## config.mk

```make
export PLATFORM = sky130hd
export DESIGN_NAME = hci_regbank
export DESIGN_NICKNAME = d
export VERILOG_FILES = /design/src/pkg/hci_pkg.sv /design/src/verilog/hci_timer.sv /design/src/verilog/hci_regbank.sv
export VERILOG_INCLUDE_DIRS = /design/src /design/src/pkg
export SDC_FILE = /design/constraint.sdc
export NUM_CORES = 1
export LEC_CHECK = 0
export ABC_CLOCK_PERIOD_IN_PS = 2100
export BUFFER_PORTS_ARGS = -buffer_cell sky130_fd_sc_hd__buf_2
export CORE_ASPECT_RATIO = 1.2
export CORE_UTILIZATION = 30
export CTS_BUF_LIST = sky130_fd_sc_hd__clkbuf_2 sky130_fd_sc_hd__clkbuf_4 sky130_fd_sc_hd__clkbuf_8
export DETAILED_ROUTE_END_ITERATION = 16
export PLACE_DENSITY_LB_ADDON = 0.15
export SYNTH_ARGS = -nofsm -noshare
export SYNTH_HDL_FRONTEND = slang
export SYNTH_HIERARCHICAL = 1
export SYNTH_SLANG_ARGS = --single-unit
```

## constraint.sdc

```tcl
create_clock -name clk -period 2.1 [get_ports clk]
set_input_delay 0.105 -clock clk [delete_from_list [all_inputs] [get_ports clk]]
set_output_delay 0.105 -clock clk [all_outputs]
set_load 0.03 [all_outputs]
```

## src/pkg/hci_params.svh

```systemverilog
// offsets, field positions, reset values and timing counts of the hub interlock block
`ifndef HCI_PARAMS_SVH
`define HCI_PARAMS_SVH

// ==========================================================
// register offsets
`define HCI_OFS_OVER_CURRENT   8'he6
`define HCI_OFS_INTERLOCK      8'he7

// ==========================================================
// field positions and reset values
`define HCI_OVC_LSB            1
`define HCI_OVC_MSB            3
`define HCI_ILOCK_CONFIG_BIT   0
`define HCI_ILOCK_CONNECT_BIT  1
`define HCI_OVC_RESET          8'h00
`define HCI_PWR_RESET          8'h00
`define HCI_ILOCK_RESET        8'h00

// ==========================================================
// timing: clock rate and configuration timeout
`define HCI_CLK_MHZ            25
`define HCI_T_CONFIG_US        1000
`define HCI_CONFIG_CYCLES      (`HCI_T_CONFIG_US * `HCI_CLK_MHZ)

`endif

```

## src/pkg/hci_pkg.sv

```systemverilog
// types of the hub interlock block
`default_nettype none
package hci_pkg;
	// start-up stages of the hub
	typedef enum logic [1:0] {
		HCI_ST_CONFIG,
		HCI_ST_CHGDET,
		HCI_ST_CONNECT,
		HCI_ST_COMM
	} hci_stage_t;
endpackage : hci_pkg
`default_nettype wire

```

## src/verilog/hci_timer.sv

```systemverilog
// down counter that signals the end of the configuration timeout
`timescale 1ns/1ps
`default_nettype none
module hci_timer #(
	parameter int CYCLES = 25000
) (
	input  wire logic clk,
	input  wire logic resetn,
	input  wire logic run,
	output var  logic expired
);
	localparam int W = $clog2(CYCLES + 1);

	// elaboration check: a zero-length timeout cannot be counted
	if (CYCLES < 1) begin : g_bad_cycles
		$error("hci_timer: CYCLES must be at least one");
	end

	logic [W-1:0] cnt_reg;
	logic [W-1:0] cnt_next;
	logic         expired_next;

	// ==========================================================
	// count while run is high; holding run low restarts the count
	always_comb begin
		cnt_next     = cnt_reg;
		expired_next = 1'b0;
		if (!run) begin
			cnt_next = W'(CYCLES - 1);
		end else if (cnt_reg != '0) begin
			cnt_next = cnt_reg - W'(1);
		end else begin
			expired_next = 1'b1;
		end
	end

	always_ff @(posedge clk) begin
		if (!resetn) begin
			cnt_reg <= W'(CYCLES - 1);
			expired <= 1'b0;
		end else begin
			cnt_reg <= cnt_next;
			expired <= expired_next;
		end
	end
endmodule : hci_timer
`default_nettype wire

```

## src/verilog/hci_regbank.sv

```systemverilog
// over-current and serial interlock registers with the hub start-up stage sequencer
`include "hci_params.svh"
`timescale 1ns/1ps
`default_nettype none
module hci_regbank #(
	parameter int CONFIG_CYCLES = `HCI_CONFIG_CYCLES
) (
	input  wire logic       clk,
	input  wire logic       resetn,
	input  wire logic       reg_wr,
	input  wire logic       reg_rd,
	input  wire logic [7:0] reg_addr,
	input  wire logic [7:0] reg_wdata,
	output var  logic [7:0] reg_rdata,
	output var  logic       reg_rvalid,
	input  wire logic       attach_proceed,
	input  wire logic       chgdet_done,
	input  wire logic [3:1] host_power_on,
	output var  logic [3:1] over_current_sense,
	output var  logic [3:1] port_power_status,
	output var  logic       stage_config,
	output var  logic       stage_chgdet,
	output var  logic       stage_connect,
	output var  logic       attach_en
);
	// ==========================================================
	// elaboration check: the timer cannot serve a timeout shorter than one cycle
	if (CONFIG_CYCLES < 1) begin : g_bad_cycles
		$error("hci_regbank: CONFIG_CYCLES must be at least one");
	end

	// reset values cut down to the fields that are really stored
	localparam logic [3:1] OVC_RESET      = 3'(`HCI_OVC_RESET >> `HCI_OVC_LSB);
	localparam logic [3:1] PWR_RESET      = 3'(`HCI_PWR_RESET >> `HCI_OVC_LSB);
	localparam logic       CFG_HOLD_RESET = 1'(`HCI_ILOCK_RESET >> `HCI_ILOCK_CONFIG_BIT);
	localparam logic       CON_HOLD_RESET = 1'(`HCI_ILOCK_RESET >> `HCI_ILOCK_CONNECT_BIT);

	// ==========================================================
	// address decode
	logic wr_ovc;
	logic wr_ilock;
	logic ilock_release;
	logic timeout;

	assign wr_ovc        = reg_wr && (reg_addr == `HCI_OFS_OVER_CURRENT);
	assign wr_ilock      = reg_wr && (reg_addr == `HCI_OFS_INTERLOCK);
	// any interlock write leaving config hold low releases the config stage
	assign ilock_release = wr_ilock && !reg_wdata[`HCI_ILOCK_CONFIG_BIT];

	// ==========================================================
	// register state
	logic [3:1] ovc_next;
	logic       cfg_hold_reg;
	logic       cfg_hold_next;
	logic       con_hold_reg;
	logic       con_hold_next;
	logic       wrote_ilock_reg;
	logic       wrote_ilock_next;
	logic [3:1] pwr_next;
	logic [7:0] rdata_next;
	logic       rvalid_next;

	// register writes; upper over-current bits are never stored, so a stray one is harmless
	always_comb begin
		ovc_next         = over_current_sense;
		cfg_hold_next    = cfg_hold_reg;
		con_hold_next    = con_hold_reg;
		wrote_ilock_next = wrote_ilock_reg || wr_ilock;
		if (wr_ovc) begin
			ovc_next = reg_wdata[`HCI_OVC_MSB:`HCI_OVC_LSB];
		end
		if (wr_ilock) begin
			cfg_hold_next = reg_wdata[`HCI_ILOCK_CONFIG_BIT];
			con_hold_next = reg_wdata[`HCI_ILOCK_CONNECT_BIT];
		end
	end

	// port power status: host enable sets, over-current clears and wins
	always_comb begin
		pwr_next = (port_power_status | host_power_on) & ~ovc_next;
	end

	// read path, registered; unmapped offsets answer zero
	always_comb begin
		rdata_next  = 8'h00;
		rvalid_next = reg_rd;
		if (reg_rd) begin
			unique case (reg_addr)
				`HCI_OFS_OVER_CURRENT: rdata_next = {4'h0, over_current_sense, 1'b0};
				`HCI_OFS_INTERLOCK:    rdata_next = {6'h00, con_hold_reg, cfg_hold_reg};
				default:               rdata_next = 8'h00;
			endcase
		end
	end

	always_ff @(posedge clk) begin
		if (!resetn) begin
			over_current_sense <= OVC_RESET;
			cfg_hold_reg       <= CFG_HOLD_RESET;
			con_hold_reg       <= CON_HOLD_RESET;
			wrote_ilock_reg    <= 1'b0;
			port_power_status  <= PWR_RESET;
			reg_rdata          <= 8'h00;
			reg_rvalid         <= 1'b0;
		end else begin
			over_current_sense <= ovc_next;
			cfg_hold_reg       <= cfg_hold_next;
			con_hold_reg       <= con_hold_next;
			wrote_ilock_reg    <= wrote_ilock_next;
			port_power_status  <= pwr_next;
			reg_rdata          <= rdata_next;
			reg_rvalid         <= rvalid_next;
		end
	end

	// ==========================================================
	// configuration timeout, running only while nothing has touched the interlock
	logic stage_is_cfg;

	hci_timer #(
		.CYCLES (CONFIG_CYCLES)
	) u_timer (
		.clk     (clk),
		.resetn  (resetn),
		.run     (stage_is_cfg && !wrote_ilock_reg && !wr_ilock),
		.expired (timeout)
	);

	// ==========================================================
	// start-up stage sequencer
	hci_pkg::hci_stage_t stage_reg;
	hci_pkg::hci_stage_t stage_next;
	logic                stage_config_next;
	logic                stage_chgdet_next;
	logic                stage_connect_next;
	logic                attach_en_next;

	assign stage_is_cfg = (stage_reg == hci_pkg::HCI_ST_CONFIG);

	// config leaves on a releasing write or on timeout; connect waits for bit and pin
	always_comb begin
		stage_next = stage_reg;
		unique case (stage_reg)
			hci_pkg::HCI_ST_CONFIG: begin
				if (ilock_release) begin
					stage_next = hci_pkg::HCI_ST_CHGDET;
				end else if (timeout && !cfg_hold_reg && !wrote_ilock_reg) begin
					stage_next = hci_pkg::HCI_ST_CHGDET;
				end
			end
			hci_pkg::HCI_ST_CHGDET: begin
				if (chgdet_done) begin
					stage_next = hci_pkg::HCI_ST_CONNECT;
				end
			end
			hci_pkg::HCI_ST_CONNECT: begin
				if (!con_hold_reg && attach_proceed) begin
					stage_next = hci_pkg::HCI_ST_COMM;
				end
			end
			hci_pkg::HCI_ST_COMM: begin
				stage_next = hci_pkg::HCI_ST_COMM;
			end
		endcase
	end

	// one-hot flags decoded from the next stage, so they change on the same edge as stage_reg
	always_comb begin
		stage_config_next  = (stage_next == hci_pkg::HCI_ST_CONFIG);
		stage_chgdet_next  = (stage_next == hci_pkg::HCI_ST_CHGDET);
		stage_connect_next = (stage_next == hci_pkg::HCI_ST_CONNECT);
		attach_en_next     = (stage_next == hci_pkg::HCI_ST_COMM);
	end

	// stage flags come from flops so the hub core sees clean levels
	always_ff @(posedge clk) begin
		if (!resetn) begin
			stage_reg     <= hci_pkg::HCI_ST_CONFIG;
			stage_config  <= 1'b1;
			stage_chgdet  <= 1'b0;
			stage_connect <= 1'b0;
			attach_en     <= 1'b0;
		end else begin
			stage_reg     <= stage_next;
			stage_config  <= stage_config_next;
			stage_chgdet  <= stage_chgdet_next;
			stage_connect <= stage_connect_next;
			attach_en     <= attach_en_next;
		end
	end
endmodule : hci_regbank
`default_nettype wire

```

==> results of run 1 <==
## metrics by stage
| step | setup slack (ns) | hold WS (ns) | power (mW) | utilization [%] |
|---|---|---|---|---|
| global placement | 0.143 | 0.346 | 0.800 | 35.7 |
| CTS | 0.0704 | 0.0547 | 1.28 | 37.4 |
| global route | 0.00662 | 0.0652 | 1.32 | 37.5 |
| finish | 0.0931 | 0.0649 | 1.25 | 37.5 |
| floorplan | 0.0206 | 0.226 | 0.770 | - |
| detailed placement | 0.0780 | 0.354 | 0.803 | 35.7 |
## where the power goes
part	leakage, nW	switching, mW	internal [mW]
Clock	0.0445	0.222	0.238
Combinational	0.487	0.0519	0.0340
Sequential	0.292	0.00717	0.694
## layer usage
| layer | routed length (um) | global-route usage (%) | vias up |
|---|---|---|---|
| met5 | 0 | 0 | - |
| met4 | 27 | 5.63 | 0 |
| met3 | 149 | 4.78 | 2 |
| met2 | 1780 | 24.4 | 28 |
| met1 | 1370 | 13.1 | 609 |
| li1 | - | - | 657 |
## logic make-up after synthesis
kind of cell	Yosys count	share of synthesized area, %
simple gates	75	28.7
flops	36	46.2
compound gates	29	12.8
buf+inv	17	6.10
mux	7	4.49
fa+ha+maj	1	0.802
other cells	1	0.241
xor+xnor	1	0.562
## worst max-delay path, stage by stage (launching register included)
cell,delay [ns]
dfxtp_1,0.34
or4_1,0.57
or4_4,0.64
and4_1,0.22
o21ai_0,0.16
## final timing paths
kind	startpoint	endpoint	slack (ns)
hold reg to reg	cfg_hold_reg$_SDFFE_PN0N_	reg_rdata[0]$_SDFF_PN0_	0.46
setup / recovery	u_timer/cnt_reg[6]$_SDFFE_PN0N_	u_timer/cnt_reg[13]$_SDFFE_PN1N_	0.09
setup reg to reg	u_timer/cnt_reg[6]$_SDFFE_PN0N_	u_timer/cnt_reg[13]$_SDFFE_PN1N_	0.09
hold / removal	host_power_on[3]	port_power_status[3]$_SDFF_PN0_	0.06
## cell type report
class | count | area (sq um) | share of cell area, %
Inverter | 6 | 22.5 | 1.21
Clock inverter | 1 | 5.00 | 0.268
Tap cell | 60 | 75.1 | 4.02
Multi-Input combinational cell | 117 | 762 | 40.8
Timing Repair Buffer | 39 | 205 | 11.0
Clock buffer | 6 | 76.3 | 4.09
Sequential cell | 36 | 721 | 38.6
## cell usage in the layout, fill, tap and decap left out, types with 2 or more instances in the layout
cell type | Yosys | final
a21oi_1 | 6 | 6
a31oi_1 | 2 | 2
and2_1 | 5 | 5
and3_1 | 3 | 3
and3b_1 | 2 | 2
and4b_1 | 2 | 2
buf_2 | 1 | 35
buf_4 | 4 | 4
clkbuf_8 | 0 | 5
conb_1 | 1 | 4
dfxtp_1 | 36 | 36
inv_1 | 6 | 6
mux2i_1 | 7 | 7
nand2_1 | 9 | 9
nand3_1 | 4 | 4
nor2_1 | 14 | 14
nor2b_1 | 5 | 5
nor3_1 | 4 | 3
nor4_1 | 3 | 3
o211a_1 | 4 | 4
o21ai_0 | 6 | 6
o21ai_1 | 2 | 2
o31ai_1 | 4 | 4
or2_2 | 5 | 4
or3_1 | 5 | 5
or4_1 | 5 | 5
==> impl_metrics.ini, run 1 <==
[floorplanning]
start_util_pct = 31.3
core_sq_um = 4970
die-height_um = 81.0
io_pins = 44
die_w_um = 67.8
rows = 28
die_area_sq_um = 5490

[drt]
drcViolationCount = 0
vias = 1296
wirelength_um = 3320
antenna_left = 0
via_per_inst = 4.89
drt_iter0_drc = 55
routedWlPerCell_um = 12.5
first_pass_iters = 4

[global_route]
antenna_found_initial = 0
grt_overflow = 0
grt_pass1_wl_um = 5340
grt_pass1_vias = 1243
grt_usage_pct = 13.3
grt_max_degree = 17

[yosys]
synth_area_sq_um = 1560
ys_types = 43
synth-seq-cells = 36
yosys_warnings = 6
synth-main-ff-cell = dfxtp_1
yosys.area.top_type_share_pct = 46.2
syn_area_per_cell_sq_um = 9.34
synth_cells = 167
yosysMostFrequentCell = dfxtp_1
yosys-top-cells-area = dfxtp_1 46%, mux2i_1 4.5%, nor2_1 3.4%
yosysSeqAreaShare_pct = 46.2
synth-edff-count = 0
synth_top_cells_by_count = 36 x dfxtp_1, 14 x nor2_1, 9 x nand2_1, 7 x mux2i_1
synthArstFlopShare_pct = 0
yosys.area.top_type = dfxtp_1

[run]
maxCapViolCount = 0

[worst_setup_path]
cp-end-kind = flip-flop
required_ns = 2.30
crit_path_start_kind = flip-flop
criticalPathCategory = reg -> reg
cp_data_arrival_time_ns = 2.21
crit_fanout = 11
reg2regPathDepth = 4

[timing]
rsz0062_at_grt = no
post-route-period-util_pct = 95.6
drv_slew = 0
fmax_ghz = 0.498
setup_violations = 0
fin_skew_ns = 0.00575
fin_crit_ns = 2.01
finalHoldViolCount = 0
tns_ns = 0

[pwr]
max-vdd-ir-drop_v = 0.000233
leakagePower_nw = 0.824
power_density_nw_per_um2 = 668

[hold_path]
min_path_cells = 2
hp-class = in -> reg

[placement]
dp.cells = 258
place_area_sq_um = 1780
io_buffers = 35
gp_congestion = 0.805
dp_hpwl_um = 2600

[clock_tree]
clockRootBuffer = clkbuf_8
post-cts-setup-buffers = 0
path_clk_slew_ns = 0.07
cts_buffers = 5
cts_tree = done
cts_sinks = 36
clkLatencyLatePin_ns = 0.28
ctsHoldBuffers = 0
h-tree-depth = 2
clock_path_buffers = 2
cts_resized = 0

[finish]
diodes = 0
area_growth_pct = 19.7
layout.nets = 231
final_area_sq_um = 1870
largest_register_ffs = 15
fillers = 525
layout-drive-gt1-share_pct = 26.8
final_cell_count_no_fill = 265

[run_status]
status = completed
Note: power is estimated with default switching activity, not from simulation.
==> run 2, diff against run 1 <==
--- a/config.mk
+++ b/config.mk
@@ -6,7 +6,7 @@
 export SDC_FILE = /design/constraint.sdc
 export NUM_CORES = 1
 export LEC_CHECK = 0
-export ABC_CLOCK_PERIOD_IN_PS = 2100
+export ABC_CLOCK_PERIOD_IN_PS = 1900
 export BUFFER_PORTS_ARGS = -buffer_cell sky130_fd_sc_hd__buf_2
 export CORE_ASPECT_RATIO = 1.2
 export CORE_UTILIZATION = 30
==> constraint.sdc (replaced) <==
create_clock -name clk -period 1.9 [get_ports clk]
set_input_delay 0.095 -clock clk [delete_from_list [all_inputs] [get_ports clk]]
set_output_delay 0.095 -clock clk [all_outputs]
set_load 0.03 [all_outputs]
==> impl_metrics.ini, run 2 (same netlist as run 1, synthesis figures left out) <==
[clock_tree]
clkLatencyLatePin_ns = 0.29
ctsHoldBuffers = 0
cts_sinks = 36
cts_tree = done
clockRootBuffer = clkbuf_8
post-cts-setup-buffers = 0
path_clk_slew_ns = 0.08
h-tree-depth = 2
clock_path_buffers = 2
cts_buffers = 5

[floorplanning]
die_area_sq_um = 5490
io_pins = 44
core_sq_um = 4970
rows = 28
die-height_um = 81.0
start_util_pct = 31.3
die_w_um = 67.8

[timing]
setup_violations = 0
post-route-period-util_pct = 99.7
fmax_ghz = 0.528
finalHoldViolCount = 0
fin_skew_ns = 0.00729
tns_ns = 0
fin_crit_ns = 1.89
rsz0062_at_grt = yes
drv_slew = 0

[pwr]
p_switching_mw = 0.352
seqPwrFrac_pct = 49.8
p_total_mw = 1.55
max-vdd-ir-drop_v = 0.000396
intPower_mw = 1.20
pwr-share-clk_pct = 43.1
leakagePower_nw = 0.883
power_density_nw_per_um2 = 769
power_frac_comb_pct = 7.0
switching_share_pct = 22.7

[global_route]
grt_max_degree = 17
grt_overflow = 0
grt_pass1_vias = 1360
grt_usage_pct = 13.9
antenna_found_initial = 0
grt_pass1_wl_um = 5640

[finish]
mostFrequentLayoutCells = 35 x buf_2, 34 x dfxtp_1, 14 x nor2_1
final_common_cell = buf_2
post-route-util_pct = 40.6
largest_register_ffs = 15
layout-drive-gt1-share_pct = 36.1
diodes = 0
final-seq-area_sq_um = 723
layout.nets = 241
area_growth_pct = 29.6
fillers = 513
final_area_sq_um = 2020
multi_input_area_sq_um = 816

[worst_setup_path]
critical-path-top-delay-family = simple AND/OR/NAND/NOR gates
cp_slowest_cell = or4_4
crit_fanout = 6
max_stage_delay_ns = 0.58
cp_data_arrival_time_ns = 2.11
crit_buf_inv = 0
required_ns = 2.12
crit_path_start_kind = flip-flop
crit_top_cell = or4_4
worstPathCellList = or4_4, or4_4, and4_1, o21ai_1
criticalPathCategory = reg -> reg
cp-end-kind = flip-flop

[placement]
dp_hpwl_um = 2520
place_area_sq_um = 1870
io_buffers = 35
gp_congestion = 0.793

[run_status]
status = completed

[run]
maxCapViolCount = 0

[drt]
drcViolationCount = 0
drt_iter0_drc = 40
antenna_left = 0
routedWlPerCell_um = 12.3
first_pass_iters = 4
wirelength_um = 3400
vias = 1354
via_per_inst = 4.91

[hold_path]
hp-class = in -> reg
[run 2: through the flow]
stage | hold slack (ns) | worst slack, ns | cells
floorplan | 0.216 | -0.0515 | 170
global placement | 0.332 | 0.0216 | 267
detailed placement | 0.336 | -0.0378 | 267
CTS | 0.0359 | 0.00128 | 276
global route | 0.0365 | -0.0238 | 276
finish | 0.0404 | 0.00555 | 276
[run 2: final timing paths]
path | end | cells after the start | slack, ns | start
max | u_timer/cnt_reg[13]$_SDFFE_PN1N_ | 4 | 0.006 | u_timer/cnt_reg[10]$_SDFFE_PN0N_
min reg2reg | reg_rdata[0]$_SDFF_PN0_ | 2 | 0.45 | cfg_hold_reg$_SDFFE_PN0N_
max reg2reg | u_timer/cnt_reg[13]$_SDFFE_PN1N_ | 4 | 0.006 | u_timer/cnt_reg[10]$_SDFFE_PN0N_
min | reg_rvalid$_SDFF_PN0_ | 2 | 0.04 | reg_rd
[run 2: power groups by stage]
stage                     sequential, mW  combinational [mW]  clock (mW)
after floorplan                    0.804              0.0530           0
after detailed placement           0.792               0.109           0
after CTS                          0.774               0.110       0.691
after global routing               0.776               0.121       0.735
after global placement             0.791               0.105           0
final                              0.774               0.109       0.670
[run 2: per-layer routing]
| metal | vias to the layer above | GRT usage [%] | wire length [um] |
|---|---|---|---|
| li1 | 688 | - | - |
| met4 | 0 | 7.92 | 70 |
| met5 | - | 0 | 0 |
| met3 | 7 | 3.93 | 163 |
| met2 | 31 | 25.0 | 1760 |
| met1 | 628 | 13.9 | 1400 |
[run 2: area by class of cell]
class                      count  share of cell area (%)
tap                           60                    3.72
inverter                       6                    1.11
clock buffer                   5                    3.41
multi-input combinational    118                    40.4
timing repair buffer          48                    13.5
sequential                    36                    35.8
clock inverter                 3                    2.11
[run 2: repair_timing]
action                                  4_1_cts  5_1_grt
resized for setup                             2        6
endpoints found under the setup margin        1        8
endpoints found under the hold margin         0        0
gates cloned                                  1        0
pin swaps                                     1        0
==> run 3, diff against run 2 <==
--- a/config.mk
+++ b/config.mk
@@ -6,9 +6,10 @@
 export SDC_FILE = /design/constraint.sdc
 export NUM_CORES = 1
 export LEC_CHECK = 0
+export ABC_AREA = 1
 export ABC_CLOCK_PERIOD_IN_PS = 1900
 export BUFFER_PORTS_ARGS = -buffer_cell sky130_fd_sc_hd__buf_2
-export CORE_ASPECT_RATIO = 1.2
+export CORE_ASPECT_RATIO = 1.5
 export CORE_UTILIZATION = 30
 export CTS_BUF_LIST = sky130_fd_sc_hd__clkbuf_2 sky130_fd_sc_hd__clkbuf_4 sky130_fd_sc_hd__clkbuf_8
 export DETAILED_ROUTE_END_ITERATION = 16
==> impl_metrics.ini, run 3 <==
[drt]
met2_length_um = 1810
highest_layer = met4
antenna_left = 0
routedWlPerCell_um = 9.83
via_per_inst = 4.15
first_pass_iters = 4
wirelength_um = 3380
wl_met3_um = 140
drt-met1-wl_um = 1370
vias = 1429
drcViolationCount = 0
drt_iter0_drc = 51

[floorplanning]
die-height_um = 94.8
io_pins = 44
start_util_pct = 31.4
die_w_um = 63.9
core_sq_um = 5490
rows = 33
die_area_sq_um = 6060

[yosys]
yosys_warnings = 6
synth_area_sq_um = 1720
synth-seq-cells = 36
yosys-top-cells-area = dfxtp_1 42%, nand2_1 12%, nor2_1 8.3%
yosys.area.top_type_share_pct = 41.8
synthArstFlopShare_pct = 0
synth-edff-count = 0
yosysSeqAreaShare_pct = 41.8
yosys.area.top_type = dfxtp_1
ys_types = 32
yosysMostFrequentCell = nand2_1
synth-main-ff-cell = dfxtp_1
synth_cells = 233
syn_area_per_cell_sq_um = 7.40
synth_top_cells_by_count = 54 x nand2_1, 38 x nor2_1, 36 x dfxtp_1, 33 x inv_1, 12 x nand3_1

[global_route]
grt_max_degree = 12
antenna_found_initial = 0
grt_usage_pct = 13.0
grt_pass1_wl_um = 6090
grt_pass1_vias = 1445
grt_overflow = 0

[placement]
io_buffers = 35
gp_congestion = 0.745
dp_slack_ns = 0.432
dp.cells = 336
place_area_sq_um = 1960
dp_hpwl_um = 2650

[worst_setup_path]
crit_fanout = 7
required_ns = 2.07
cp_data_arrival_time_ns = 1.57
worstPathCellList = inv_1, ha_1, nand3_4, nor2_8, nand4_4, nand3_1, nand2_1
cp-end-kind = flip-flop
criticalPathCategory = reg -> reg
cp_slowest_cell = dfxtp_1
max_stage_delay_ns = 0.31
crit_path_start_kind = flip-flop

[finish]
largest_register_ffs = 15
layout-drive-gt1-share_pct = 24.8
area_growth_pct = 20.2
diodes = 0
final_cell_count_no_fill = 344
mostFrequentLayoutCells = 54 x nand2_1, 38 x nor2_1, 36 x dfxtp_1
final_common_cell = nand2_1
final_area_sq_um = 2070
layout.nets = 299

[pwr]
max-vdd-ir-drop_v = 0.000269
p_total_mw = 1.57
pwr-share-clk_pct = 43.5
seqPwrFrac_pct = 49.2
power_density_nw_per_um2 = 758
power_frac_comb_pct = 7.3
intPower_mw = 1.21
p_switching_mw = 0.361
switching_share_pct = 23.0
leakagePower_nw = 1.10

[timing]
tns_ns = 0
fin_crit_ns = 1.39
fin_ws_ns = 0.509
fin_skew_ns = 0.0102
setup_violations = 0
fmax_ghz = 0.719
finalHoldViolCount = 0
post-route-period-util_pct = 73.2
drv_slew = 0
rsz0062_at_grt = no

[run_status]
status = completed

[clock_tree]
h-tree-depth = 2
ctsHoldBuffers = 0
cts_tree = done
clock_path_buffers = 2
clockRootBuffer = clkbuf_8
path_clk_slew_ns = 0.08
cts_sinks = 36
clkLatencyLatePin_ns = 0.29
cts_resized = 0
cts_buffers = 5
post-cts-setup-buffers = 0

[hold_path]
hp-class = in -> reg

[run]
maxCapViolCount = 0
[run 3: area by class of cell]
class,count,area (sq um)
clock buffers,6,76.3
clock inverters,2,35.0
fillers,595,3420
inverters,37,139
multi-input cells,157,831
flip-flops and latches,36,721
well taps,70,87.6
repair buffers,36,183
[run 3: cells by family (layout without fill, tap and decap cells)]
logic type               count (synthesis)  count (layout)  share of synthesized area (%)
flip-flops                              36              36                           41.8
buffers and inverters                   43              81                           10.7
AND/OR/NAND/NOR                        136             136                           40.9
XOR/XNOR                                 3               3                           1.52
AO/OA/AOI/OAI                           13              13                           4.21
adder cells (fa/ha/maj)                  1               1                          0.726
other                                    1               4                          0.217
[run 3: through the flow]
stage | hold slack (ns) | utilization (%)
5_1_grt | 0.0656 | 37.7
4_1_cts | 0.0487 | 37.7
2_1_floorplan | 0.164 | -
3_3_place_gp | 0.340 | 35.7
6_report | 0.0564 | 37.7
3_5_place_dp | 0.344 | 35.7
[run 3: power groups by stage]
stage          Clock, mW  Sequential (mW)  Combinational [mW]
2_1_floorplan          0            0.801              0.0679
3_3_place_gp           0            0.790               0.116
3_5_place_dp           0            0.790               0.117
4_1_cts            0.713            0.772               0.118
5_1_grt            0.744            0.773               0.131
6_report           0.682            0.772               0.115
[run 3: worst paths after layout]
| kind | endpoint | depth (start not counted) | slack (ns) | start |
|---|---|---|---|---|
| setup / recovery | u_timer/cnt_reg[2]$_SDFFE_PN1N_ | 7 | 0.51 | u_timer/cnt_reg[0]$_SDFFE_PN1N_ |
| hold / removal | stage_config$_SDFF_PN1_ | 2 | 0.06 | resetn |
| setup reg to reg | u_timer/cnt_reg[2]$_SDFFE_PN1N_ | 7 | 0.51 | u_timer/cnt_reg[0]$_SDFFE_PN1N_ |
| hold reg to reg | u_timer/cnt_reg[14]$_SDFFE_PN1N_ | 2 | 0.45 | u_timer/cnt_reg[14]$_SDFFE_PN1N_ |
[run 3: worst max-delay path: cells and delay by family (launching register included)]
kind	cells	cell delay, ns
adders and majority gates	1	0.24
buffers and inverters	1	0.08
DFF	1	0.31
and+or+nand+nor	5	0.63
[run 3: layer usage]
layer | GRT usage [%] | vias up
met5 | 0 | -
met4 | 5.11 | 0
met3 | 3.26 | 5
met2 | 26.3 | 27
met1 | 12.1 | 607
li1 | - | 790
